File: src/include/pin_cfg_pkg.sv
// Constants shared by the pin drive configuration block.
package pin_cfg_pkg;

  // Number of implemented pins by default; legal builds are 3, 4 or 7
  localparam int          PIN_COUNT_DEFAULT = 7;
  localparam int          PIN_COUNT_MAX     = 7;

  // Register indices as printed; the byte address is four times the index
  localparam logic [17:0] CFG_LOW_INDEX     = 18'h0F24A;
  localparam logic [17:0] CFG_HIGH_INDEX    = 18'h0F24B;
  localparam logic [19:0] CFG_LOW_ADDR      = {CFG_LOW_INDEX, 2'b00};
  localparam logic [19:0] CFG_HIGH_ADDR     = {CFG_HIGH_INDEX, 2'b00};
  localparam int          APB_ADDR_WIDTH    = 20;

  // Byte lanes of the bus word
  localparam int          LANE_LOW          = 0;
  localparam int          LANE_HIGH         = 1;

  // Reset values
  localparam logic [7:0]  CFG_LOW_RESET     = 8'h00;
  localparam logic [7:0]  CFG_HIGH_RESET    = 8'h00;
  localparam logic [31:0] RDATA_RESET       = 32'h00000000;

  // Direction bit meaning
  localparam logic        DIR_OUTPUT        = 1'b0;
  localparam logic        DIR_INPUT         = 1'b1;

  // Two-bit setting, upper bit first
  localparam logic [1:0]  CFG_HIZ           = 2'b00;
  localparam logic [1:0]  CFG_PCH_OD        = 2'b01;
  localparam logic [1:0]  CFG_NCH_OD        = 2'b10;
  localparam logic [1:0]  CFG_PUSH_PULL     = 2'b11;

endpackage : pin_cfg_pkg

File: src/hdl/pin_drive_cell.sv
// Decode of one pin's setting into driver and pull enables.
`timescale 1ns/1ps

module pin_drive_cell
  import pin_cfg_pkg::*;
(
  // Setting and mode
  input  wire logic cfg_high,
  input  wire logic cfg_low,
  input  wire logic direction,
  input  wire logic data_bit,
  // Pad controls
  output logic      drive_high,
  output logic      drive_low,
  output logic      pull_up,
  output logic      pull_down
);

  logic [1:0] setting;

  assign setting = {cfg_high, cfg_low};

  always_comb
  begin
    drive_high = 1'b0;
    drive_low  = 1'b0;
    pull_up    = 1'b0;
    pull_down  = 1'b0;
    if (direction == DIR_OUTPUT) // [RULE_08]
    begin
      case (setting)
        CFG_HIZ:
        begin
          drive_high = 1'b0; // [RULE_01]
          drive_low  = 1'b0; // [RULE_01]
        end
        CFG_PCH_OD:
          drive_high = data_bit; // [RULE_02] [RULE_10]
        CFG_NCH_OD:
          drive_low  = ~data_bit; // [RULE_03] [RULE_10]
        CFG_PUSH_PULL:
        begin
          drive_high = data_bit; // [RULE_04] [RULE_10]
          drive_low  = ~data_bit; // [RULE_04]
        end
        default:
        begin
          drive_high = 1'b0;
          drive_low  = 1'b0;
        end
      endcase
    end
    else
    begin
      // Drivers stay off in every input setting, so data writes never reach
      // the pad while the pin listens
      case (setting)
        CFG_PCH_OD:
          pull_down = 1'b1; // [RULE_06]
        CFG_NCH_OD:
          pull_up   = 1'b1; // [RULE_07]
        CFG_HIZ,
        CFG_PUSH_PULL:
        begin
          pull_up   = 1'b0; // [RULE_05]
          pull_down = 1'b0; // [RULE_05]
        end
        default:
        begin
          pull_up   = 1'b0;
          pull_down = 1'b0;
        end
      endcase
    end
  end

endmodule // pin_drive_cell

File: src/hdl/port_pin_drive_config.sv
// Pin drive and bias configuration with an APB register slave.
//
// Notes on behaviour
// RULE_01 - Output mode, setting 00: both high and low drivers off.
// RULE_02 - Output mode, setting 01: drive high on data 1, else undriven.
// RULE_03 - Output mode, setting 10: drive low on data 0, else undriven.
// RULE_04 - Output mode, setting 11: push-pull, high for 1, low for 0.
// RULE_05 - Input mode, settings 00 and 11: no pull, no driver.
// RULE_06 - Input mode, setting 01: pull-down on, drivers off.
// RULE_07 - Input mode, setting 10: pull-up on, drivers off.
// RULE_08 - Direction 0 picks output meanings, direction 1 input meanings.
// RULE_09 - Reset clears both setting registers, pins start high-impedance.
// RULE_10 - Output pin level follows its data bit through the drive type.
// RULE_11 - Data read in input mode returns the sampled pin level.
// RULE_12 - Low register takes byte access and halfword access with high.
// RULE_13 - High register takes byte reads and writes, resets to zero.
// RULE_14 - Pin n uses bit n of high and bit n of low register.
// RULE_15 - Pin count is a build parameter; absent pins have no bits.
// RULE_16 - Data writes in input mode are kept but leave pin unchanged.
// RULE_17 - Writes land at bus completion edge; pads update next cycle.
// RULE_18 - High register bit 7 reads zero and ignores writes.
`timescale 1ns/1ps

module port_pin_drive_config
  import pin_cfg_pkg::*;
#(
  parameter int PIN_COUNT = PIN_COUNT_DEFAULT
)
(
  // Clock, reset and enable
  input  wire logic                      pclk,
  input  wire logic                      presetn,
  input  wire logic                      clk_en,
  // APB slave
  input  wire logic                      psel,
  input  wire logic                      penable,
  input  wire logic                      pwrite,
  input  wire logic [APB_ADDR_WIDTH-1:0] paddr,
  input  wire logic [31:0]               pwdata,
  input  wire logic [3:0]                pstrb,
  output logic                           pready,
  output logic [31:0]                    prdata,
  output logic                           pslverr,
  // Data and direction registers held elsewhere
  input  wire logic [PIN_COUNT-1:0]      pin_level_reg,
  input  wire logic [PIN_COUNT-1:0]      pin_direction_reg,
  // Value seen when the data register is read
  output logic [PIN_COUNT-1:0]           pin_level_read,
  // Pads
  input  wire logic [PIN_COUNT-1:0]      pad_in,
  output logic [PIN_COUNT-1:0]           pad_out,
  output logic [PIN_COUNT-1:0]           pad_oe_n,
  output logic [PIN_COUNT-1:0]           pad_pull_up,
  output logic [PIN_COUNT-1:0]           pad_pull_down
);

  // Setting registers, one bit per implemented pin only
  logic [PIN_COUNT-1:0] pin_cfg_low_bits;
  logic [PIN_COUNT-1:0] pin_cfg_high_bits;
  logic [PIN_COUNT-1:0] next_pin_cfg_low_bits;
  logic [PIN_COUNT-1:0] next_pin_cfg_high_bits;

  // Bus state
  logic                 next_pready;
  logic [31:0]          next_prdata;
  logic                 next_pslverr;

  // Pad state
  logic [PIN_COUNT-1:0] next_pad_out;
  logic [PIN_COUNT-1:0] next_pad_oe_n;
  logic [PIN_COUNT-1:0] next_pad_pull_up;
  logic [PIN_COUNT-1:0] next_pad_pull_down;
  logic [PIN_COUNT-1:0] next_pin_level_read;

  // Decoded cell outputs
  logic [PIN_COUNT-1:0] cell_drive_high;
  logic [PIN_COUNT-1:0] cell_drive_low;
  logic [PIN_COUNT-1:0] cell_pull_up;
  logic [PIN_COUNT-1:0] cell_pull_down;

  // Bus decode
  logic                 access_wait;
  logic                 access_done;
  logic                 sel_low;
  logic                 sel_high;
  logic [7:0]           low_byte;
  logic [7:0]           high_byte;
  logic [PIN_COUNT-1:0] wdata_low;
  logic [PIN_COUNT-1:0] wdata_high;

  // One wait state lets prdata and pready leave flip-flops directly
  assign access_wait = psel & penable & ~pready;
  assign access_done = psel & penable & pready;
  assign sel_low     = (paddr == CFG_LOW_ADDR);
  assign sel_high    = (paddr == CFG_HIGH_ADDR);

  // Absent pins and bit 7 have no storage and read as zero
  assign low_byte    = 8'(pin_cfg_low_bits);  // [RULE_15]
  assign high_byte   = 8'(pin_cfg_high_bits); // [RULE_18]
  assign wdata_low   = pwdata[PIN_COUNT-1:0];
  assign wdata_high  = pwdata[PIN_COUNT+7:8];

  // Bus answer
  always_comb
  begin
    next_pready  = access_wait;
    next_prdata  = prdata;
    next_pslverr = 1'b0;
    if (access_wait)
    begin
      next_prdata = RDATA_RESET;
      if (sel_low)
      begin
        // Halfword view: low register in lane 0, high register in lane 1
        next_prdata = {16'h0000, high_byte, low_byte}; // [RULE_12]
      end
      else if (sel_high)
      begin
        next_prdata = {24'h000000, high_byte}; // [RULE_13]
      end
      else
      begin
        next_pslverr = 1'b1;
      end
    end
  end

  always_ff @(posedge pclk or negedge presetn)
  begin
    if (!presetn)
    begin
      pready  <= 1'b0;
      prdata  <= RDATA_RESET;
      pslverr <= 1'b0;
    end
    else if (clk_en)
    begin
      pready  <= next_pready;
      prdata  <= next_prdata;
      pslverr <= next_pslverr;
    end
  end

  // Setting registers
  always_comb
  begin
    next_pin_cfg_low_bits  = pin_cfg_low_bits;
    next_pin_cfg_high_bits = pin_cfg_high_bits;
    if (access_done && pwrite) // [RULE_17]
    begin
      if (sel_low)
      begin
        if (pstrb[LANE_LOW])
        begin
          next_pin_cfg_low_bits = wdata_low; // [RULE_12] [RULE_14]
        end
        if (pstrb[LANE_HIGH])
        begin
          next_pin_cfg_high_bits = wdata_high; // [RULE_12] [RULE_14]
        end
      end
      else if (sel_high && pstrb[LANE_LOW])
      begin
        // Bit 7 is never stored
        next_pin_cfg_high_bits = wdata_low; // [RULE_13] [RULE_18]
      end
    end
  end

  always_ff @(posedge pclk or negedge presetn)
  begin
    if (!presetn)
    begin
      pin_cfg_low_bits  <= CFG_LOW_RESET[PIN_COUNT-1:0];  // [RULE_09]
      pin_cfg_high_bits <= CFG_HIGH_RESET[PIN_COUNT-1:0]; // [RULE_09]
    end
    else if (clk_en)
    begin
      pin_cfg_low_bits  <= next_pin_cfg_low_bits;
      pin_cfg_high_bits <= next_pin_cfg_high_bits;
    end
  end

  // Per-pin decode
  generate
    for (genvar n = 0; n < PIN_COUNT; n++)
    begin : g_pin
      pin_drive_cell u_cell (
        .cfg_high   (pin_cfg_high_bits[n]), // [RULE_14]
        .cfg_low    (pin_cfg_low_bits[n]),  // [RULE_14]
        .direction  (pin_direction_reg[n]),
        .data_bit   (pin_level_reg[n]),
        .drive_high (cell_drive_high[n]),
        .drive_low  (cell_drive_low[n]),
        .pull_up    (cell_pull_up[n]),
        .pull_down  (cell_pull_down[n])
      );
    end
  endgenerate

  // Pad controls; the register stage costs one cycle of latency but keeps
  // the pads glitch free while settings and data change together
  always_comb
  begin
    next_pad_out       = cell_drive_high;
    next_pad_oe_n      = ~(cell_drive_high | cell_drive_low); // [RULE_01]
    next_pad_pull_up   = cell_pull_up;
    next_pad_pull_down = cell_pull_down;
    // Input pins report the pad; output pins report the stored data
    next_pin_level_read = pin_level_reg;
    for (int i = 0; i < PIN_COUNT; i++)
    begin
      if (pin_direction_reg[i] == DIR_INPUT)
      begin
        next_pin_level_read[i] = pad_in[i]; // [RULE_11] [RULE_16]
      end
    end
  end

  always_ff @(posedge pclk or negedge presetn)
  begin
    if (!presetn)
    begin
      pad_out        <= '0;
      pad_oe_n       <= '1;
      pad_pull_up    <= '0;
      pad_pull_down  <= '0;
      pin_level_read <= '0;
    end
    else if (clk_en)
    begin
      pad_out        <= next_pad_out;       // [RULE_17]
      pad_oe_n       <= next_pad_oe_n;      // [RULE_17]
      pad_pull_up    <= next_pad_pull_up;   // [RULE_17]
      pad_pull_down  <= next_pad_pull_down; // [RULE_17]
      pin_level_read <= next_pin_level_read;
    end
  end

endmodule // port_pin_drive_config

File: config.mk
export PLATFORM = sky130hd
export DESIGN_NAME = port_pin_drive_config
export DESIGN_NICKNAME = d
export VERILOG_FILES = /design/src/include/pin_cfg_pkg.sv /design/src/hdl/pin_drive_cell.sv /design/src/hdl/port_pin_drive_config.sv
export SDC_FILE = /design/constraint.sdc
export NUM_CORES = 1
export LEC_CHECK = 0
export BUFFER_PORTS_ARGS = -buffer_cell sky130_fd_sc_hd__buf_2
export CORE_ASPECT_RATIO = 1.2
export CORE_MARGIN = 4
export CORE_UTILIZATION = 46
export DETAILED_ROUTE_END_ITERATION = 8
export PLACE_DENSITY = 0.82
export SYNTH_ARGS = -nofsm -noshare
export SYNTH_HDL_FRONTEND = slang
export SYNTH_SLANG_ARGS = --single-unit
File: constraint.sdc
create_clock -name pclk -period 1.5 [get_ports pclk]
set_input_delay 0.3 -clock pclk [delete_from_list [all_inputs] [get_ports pclk]]
set_output_delay 0.3 -clock pclk [all_outputs]
set_load 0.02 [all_outputs]
# After elaboration in Yosys (flattened, before gate mapping)
# Index checks and enable logic that the tools add are counted.
[totals] ff_bits=83
[op_classes] n_eq_ne=24 mux=71 bitwise=13 n_reduce_logical=20
[op_table] operator="two-way mux 1 bit" n=66
[op_table] operator="== test 20 x 18 -> 1 bit (second input constant)" n=2
[op_table] operator="two-way mux 32 bit" n=1
[op_table] operator="== test 2 bit (second input constant)" n=14
[op_table] operator="two-way mux 7 bit" n=4
[op_table] operator="OR reduction 2 bit" n=14
[op_table] operator="== test 2 x 1 -> 1 bit (second input constant)" n=7
[op_table] operator="NOT 1 bit" n=8
[op_table] operator="AND reduction 4 bit" n=2
[op_table] operator="NOT 7 bit" n=1
[op_table] operator="bitwise OR 7 bit" n=1
[op_table] operator="bitwise AND 1 bit" n=3
[op_table] operator="logical AND 1 bit" n=2
[op_table] operator="!= test 2 bit (second input constant)" n=1
[op_table] operator="AND reduction 2 bit" n=1
[op_table] operator="nonzero test 2 bit" n=1

# Logic depth before layout (Yosys ltp)
[depth] word_depth=6 depth_mapped=6 depth_no_buf=4

# By module
# Synthesis repeated with hierarchy kept, for this count alone.
[unflattened] hier_cells=265 area_unflattened_um2=3231.8
[by_module_without_submodules] module="port_pin_drive_config" n_inst=1 cells_per_inst=237 area_per_inst_um2=2977.9 seq_area_each_um2=1635.3
[by_module_without_submodules] module="pin_drive_cell" n_inst=7 cells_per_inst=4 area_per_inst_um2=36.3 seq_area_each_um2=0.0

# Least setup slack after synthesis
# Ideal clock, no wire load.
[synth_timing] kind="input port to flip-flop" startpoint="input paddr[13]" endpoint="register pin_cfg_low_bits[0]" setup_ns=0.125 arrival_time_ns=1.440 required_time_ns=1.375 setup_slack_ns=-0.065 stages=5 n_path_buf=1 cell_sequence="nand2b_1 -> nor4_4 -> and4bb_1 -> buf_6 -> mux2_4"
[synth_via] elab_chain_len=2
[synth_rtl] item="start: declaration" line="port_pin_drive_config.sv:38" rtl="input wire logic [APB_ADDR_WIDTH-1:0] paddr,"
[synth_rtl] item="== test 20 x 18 -> 1 bit" line="port_pin_drive_config.sv:94" rtl="assign sel_low = (paddr == CFG_LOW_ADDR);"
[synth_rtl] item="AND reduction 4 bit (no line)"
[synth_rtl] item="end signal: assignment" line="port_pin_drive_config.sv:174" rtl="pin_cfg_low_bits <= CFG_LOW_RESET[PIN_COUNT-1:0];"
[synth_rtl] item="end signal: assignment" line="port_pin_drive_config.sv:179" rtl="pin_cfg_low_bits <= next_pin_cfg_low_bits;"
[synth_rtl] item="end: declaration" line="port_pin_drive_config.sv:58" rtl="logic [PIN_COUNT-1:0] pin_cfg_low_bits;"
# No other way between the ends.
# A chain may end at the register's enable or synchronous reset.

# Final worst setup path
[layout_timing] startpoint="register pready" endpoint="register pin_cfg_low_bits[5]"
[layout_via] elab_chain_len=3
[layout_rtl] item="start: declaration" line="port_pin_drive_config.sv:41" rtl="output logic pready,"
[layout_rtl] item="start signal: assignment" line="port_pin_drive_config.sv:138" rtl="pready <= next_pready;"
[layout_rtl] item="bitwise AND 1 bit" line="port_pin_drive_config.sv:93" rtl="assign access_done = psel & penable & pready;"
[layout_rtl] item="logical AND 1 bit" line="port_pin_drive_config.sv:149" rtl="if (access_done && pwrite)"
[layout_rtl] item="AND reduction 4 bit (no line)"
# No other way between the ends.

==> impl_metrics.ini <==
[synthesis]
synth_xor_area_frac = 0
yosys.area_share.simple = 0.133
ys_top_cells_by_area = dfrtp_1 46%, mux2i_1 9.2%, dfstp_2 5.8%, a32o_1 4.8%, buf_4 4.3%
synthFlopType = dfrtp_1
yosys.cell_types.count = 32
synthTopCellsByCount = 58 x dfrtp_1, 29 x mux2i_1, 23 x inv_1
netlist_area_um2 = 3160
synthCells = 288
ys_ff_latch = 65
synth_top_cell_area_share = 0.460
yosys.area.top_type = dfrtp_1
synth_compound_area_frac = 0.130
synth-edff-count = 0
synthAdderAreaFrac = 0
yosysWarningCount = 0
async_flop_share = 1.00
synth_seq_area_share = 0.518
syn_area_per_cell_um2 = 11.0
synth_top_family_by_area = simple AND/OR/NAND/NOR gates
synth_most_common_cell = dfrtp_1
synthMuxAreaShare = 0.125

[clock_network]
clockBufferDepth = 2
cts-htree-levels = 3
clk_latency_ns = 0.33
numCtsBuffers = 9
cts_resized = 0
cts_root_buf = clkbuf_8
cts_tree = yes
path_clk_slew_ns = 0.07
clock-sinks = 65

[power_and_ir_drop]
pwr-share-seq = 0.452
cellPowerDensity_nw_per_um2 = 1000
internal_power_mw = 3.09
clock_power_share = 0.422
ir_worst_vdd_uv = 501
swShare = 0.244
p_leak_nw = 2.14
switchingPower_mw = 0.998
comb_power_share = 0.126

[sta]
timing.final.crit_share = 0.908
rsz0062_at_grt = no
finalSetupViolCount = 0
hold_viol_final = 0
fin_crit_ns = 1.36
whs_ns = 0.216
fin_skew_ns = 0.00707
max_freq_ghz = 0.735
setup_tns_ns = 0
relSlewSlack = 0.633
worst_slew_pin_slew_ns = 0.550
drv_slew = 0
finalWorstSetupSlack_ns = 0.139

[placed_design]
place_area_um2 = 3820
gp_congestion = 0.800
port_buffers = 113
dp_slack_ns = -0.197
dp_hpwl_um = 5500

[route]
drtIter0Drc = 111
viasPerCell = 5.09
wl_um = 7390
antenna_left = 0
dr.pass1.iters = 4
vias = 2556
post_drt_wl_per_cell_um = 14.7
drc_errors = 0

[hold_path]
hp-start = pwdata[4]
min_to = pin_cfg_low_bits[4]$_DFFE_PN0P_
min_path_cells = 2
hold_class = input pin to flop

[global_routing]
grt_remaining_overflow = 0
grt_pass1_vias = 2598
grt_max_degree = 66
antenna_found_initial = 0
grt_pass1_wl_um = 12000
grtUsageTotal = 0.182

[critical_path]
startpoint_type = flop
ff2ff_path_depth = 4
cp.required_ns = 1.72
path_max_fanout = 4
critical_path_class = flop to flop
end_kind = flop
rrSetupSlack_ns = 0.14
r2r-end = pin_cfg_low_bits[5]$_DFFE_PN0P_
rr_startpoint = pready$_DFFE_PN0P_
critPathSlowestCell = dfrtp_1
path_cells = and4_1 -> and4bb_1 -> buf_4 -> mux2_4
max_stage_delay_ns = 0.39
arrival_ns = 1.58

[cells_and_area]
diodes = 0
fin_area_um2 = 4070
nets = 495
drive_gt1_frac = 0.396
area_growth_pct = 29.0

[floorplan]
rows = 32
dieArea_um2 = 8260
dieHeight_um = 98.7
start_util = 0.481
fp.dieW_um = 83.6
io_pins = 152
core_um2 = 6570

[job]
drv_cap = 0

[outcome]
status = complete, no violations
==> worst max-delay path, delay by kind of cell, from the launching register on <==
| family | cells | cell delay [ns] |
|---|---|---|
| flip-flops | 1 | 0.39 |
| multiplexers | 1 | 0.30 |
| buffers and inverters | 1 | 0.17 |
| AND/OR/NAND/NOR | 2 | 0.39 |
==> area by class of cell <==
class | instances | area (µm²)
tap | 85 | 106
multi-input combinational | 185 | 1300
fill | 559 | 2490
sequential | 65 | 1640
inverter | 23 | 86.3
timing repair buffer | 128 | 706
clock inverter | 4 | 73.8
clock buffer | 12 | 165
==> logic make-up (layout without fill, tap and decap cells) <==
logic type / Yosys count / after routing
AND/OR/NAND/NOR: 73 / 73
flip-flops: 65 / 65
AO/OA/AOI/OAI: 58 / 58
buffers and inverters: 55 / 167
multiplexers: 36 / 36
other: 1 / 18
==> routing by layer <==
| metal | part of all wire | GRT usage | wire, µm | vias up |
|---|---|---|---|---|
| met5 | 0 | 0 | 0 | - |
| met2 | 0.50 | 0.307 | 3720 | 109 |
| li1 | - | - | - | 1225 |
| met1 | 0.40 | 0.220 | 2970 | 1214 |
| met4 | 0.014 | 0.0718 | 103 | 0 |
| met3 | 0.080 | 0.0543 | 592 | 8 |
==> registers in the layout (all words and copies together), names as in the netlist <==
| name | flops |
|---|---|
| pad_out | 7 |
| pad_oe_n | 7 |
| pin_cfg_low_bits | 7 |
| pin_level_read | 7 |
| prdata | 14 |
| pready | 1 |
| pslverr | 1 |
| pad_pull_up | 7 |
| pad_pull_down | 7 |
| pin_cfg_high_bits | 7 |
==> power by group through the flow <==
stage	Combinational, mW	Sequential [mW]	Clock, mW
after global placement	0.506	1.88	0
final	0.513	1.85	1.72
after CTS	0.521	1.85	1.75
after floorplan	0.235	1.95	0
after global routing	0.562	1.85	1.84
after detailed placement	0.517	1.88	0
==> through the flow <==
stage          std cells  power [mW]  utilization
2_1_floorplan        305        2.19            -
3_3_place_gp         485        2.38        0.582
3_5_place_dp         485        2.40        0.582
4_1_cts              502        4.12        0.620
5_1_grt              502        4.26        0.620
6_report             502        4.09        0.620
==> timing repair <==
item / CTS / global route
endpoints found under the hold margin: 58 / 0
setup buffers: 0 / 0
hold buffers: 1 / 0
==> worst max-delay path by stage <==
stage	startpoint	to	slack (ns)	cells past startpoint
6_report	pready$_DFFE_PN0P_	pin_cfg_low_bits[5]$_DFFE_PN0P_	0.14	4
5_1_grt	pready$_DFFE_PN0P_	pin_cfg_low_bits[5]$_DFFE_PN0P_	0.09	4
4_1_cts	pready$_DFFE_PN0P_	pin_cfg_low_bits[5]$_DFFE_PN0P_	0.13	4
3_5_place_dp	paddr[1]	pin_cfg_low_bits[5]$_DFFE_PN0P_	-0.20	6
3_3_place_gp	paddr[1]	pin_cfg_low_bits[5]$_DFFE_PN0P_	-0.17	6
2_1_floorplan	paddr[12]	pin_cfg_low_bits[0]$_DFFE_PN0P_	-0.05	5
==> placed cells by master, fill, tap and decap left out, types with 2 or more instances in the layout <==
| cell type | instances |
|---|---|
| nand2_1 | 16 |
| a32o_1 | 15 |
| o31ai_1 | 7 |
| inv_1 | 23 |
| mux2_4 | 7 |
| buf_2 | 113 |
| a21oi_1 | 21 |
| o41ai_1 | 7 |
| nand3_1 | 8 |
| dfrtp_1 | 58 |
| buf_4 | 12 |
| nor2_1 | 22 |
| conb_1 | 18 |
| bufinv_16 | 2 |
| and2_1 | 8 |
| nor2b_1 | 7 |
| clkbuf_8 | 12 |
| mux2i_1 | 29 |
| buf_12 | 2 |
| dfstp_2 | 7 |
| o21ai_0 | 8 |
(Power assumes the default switching activity.)
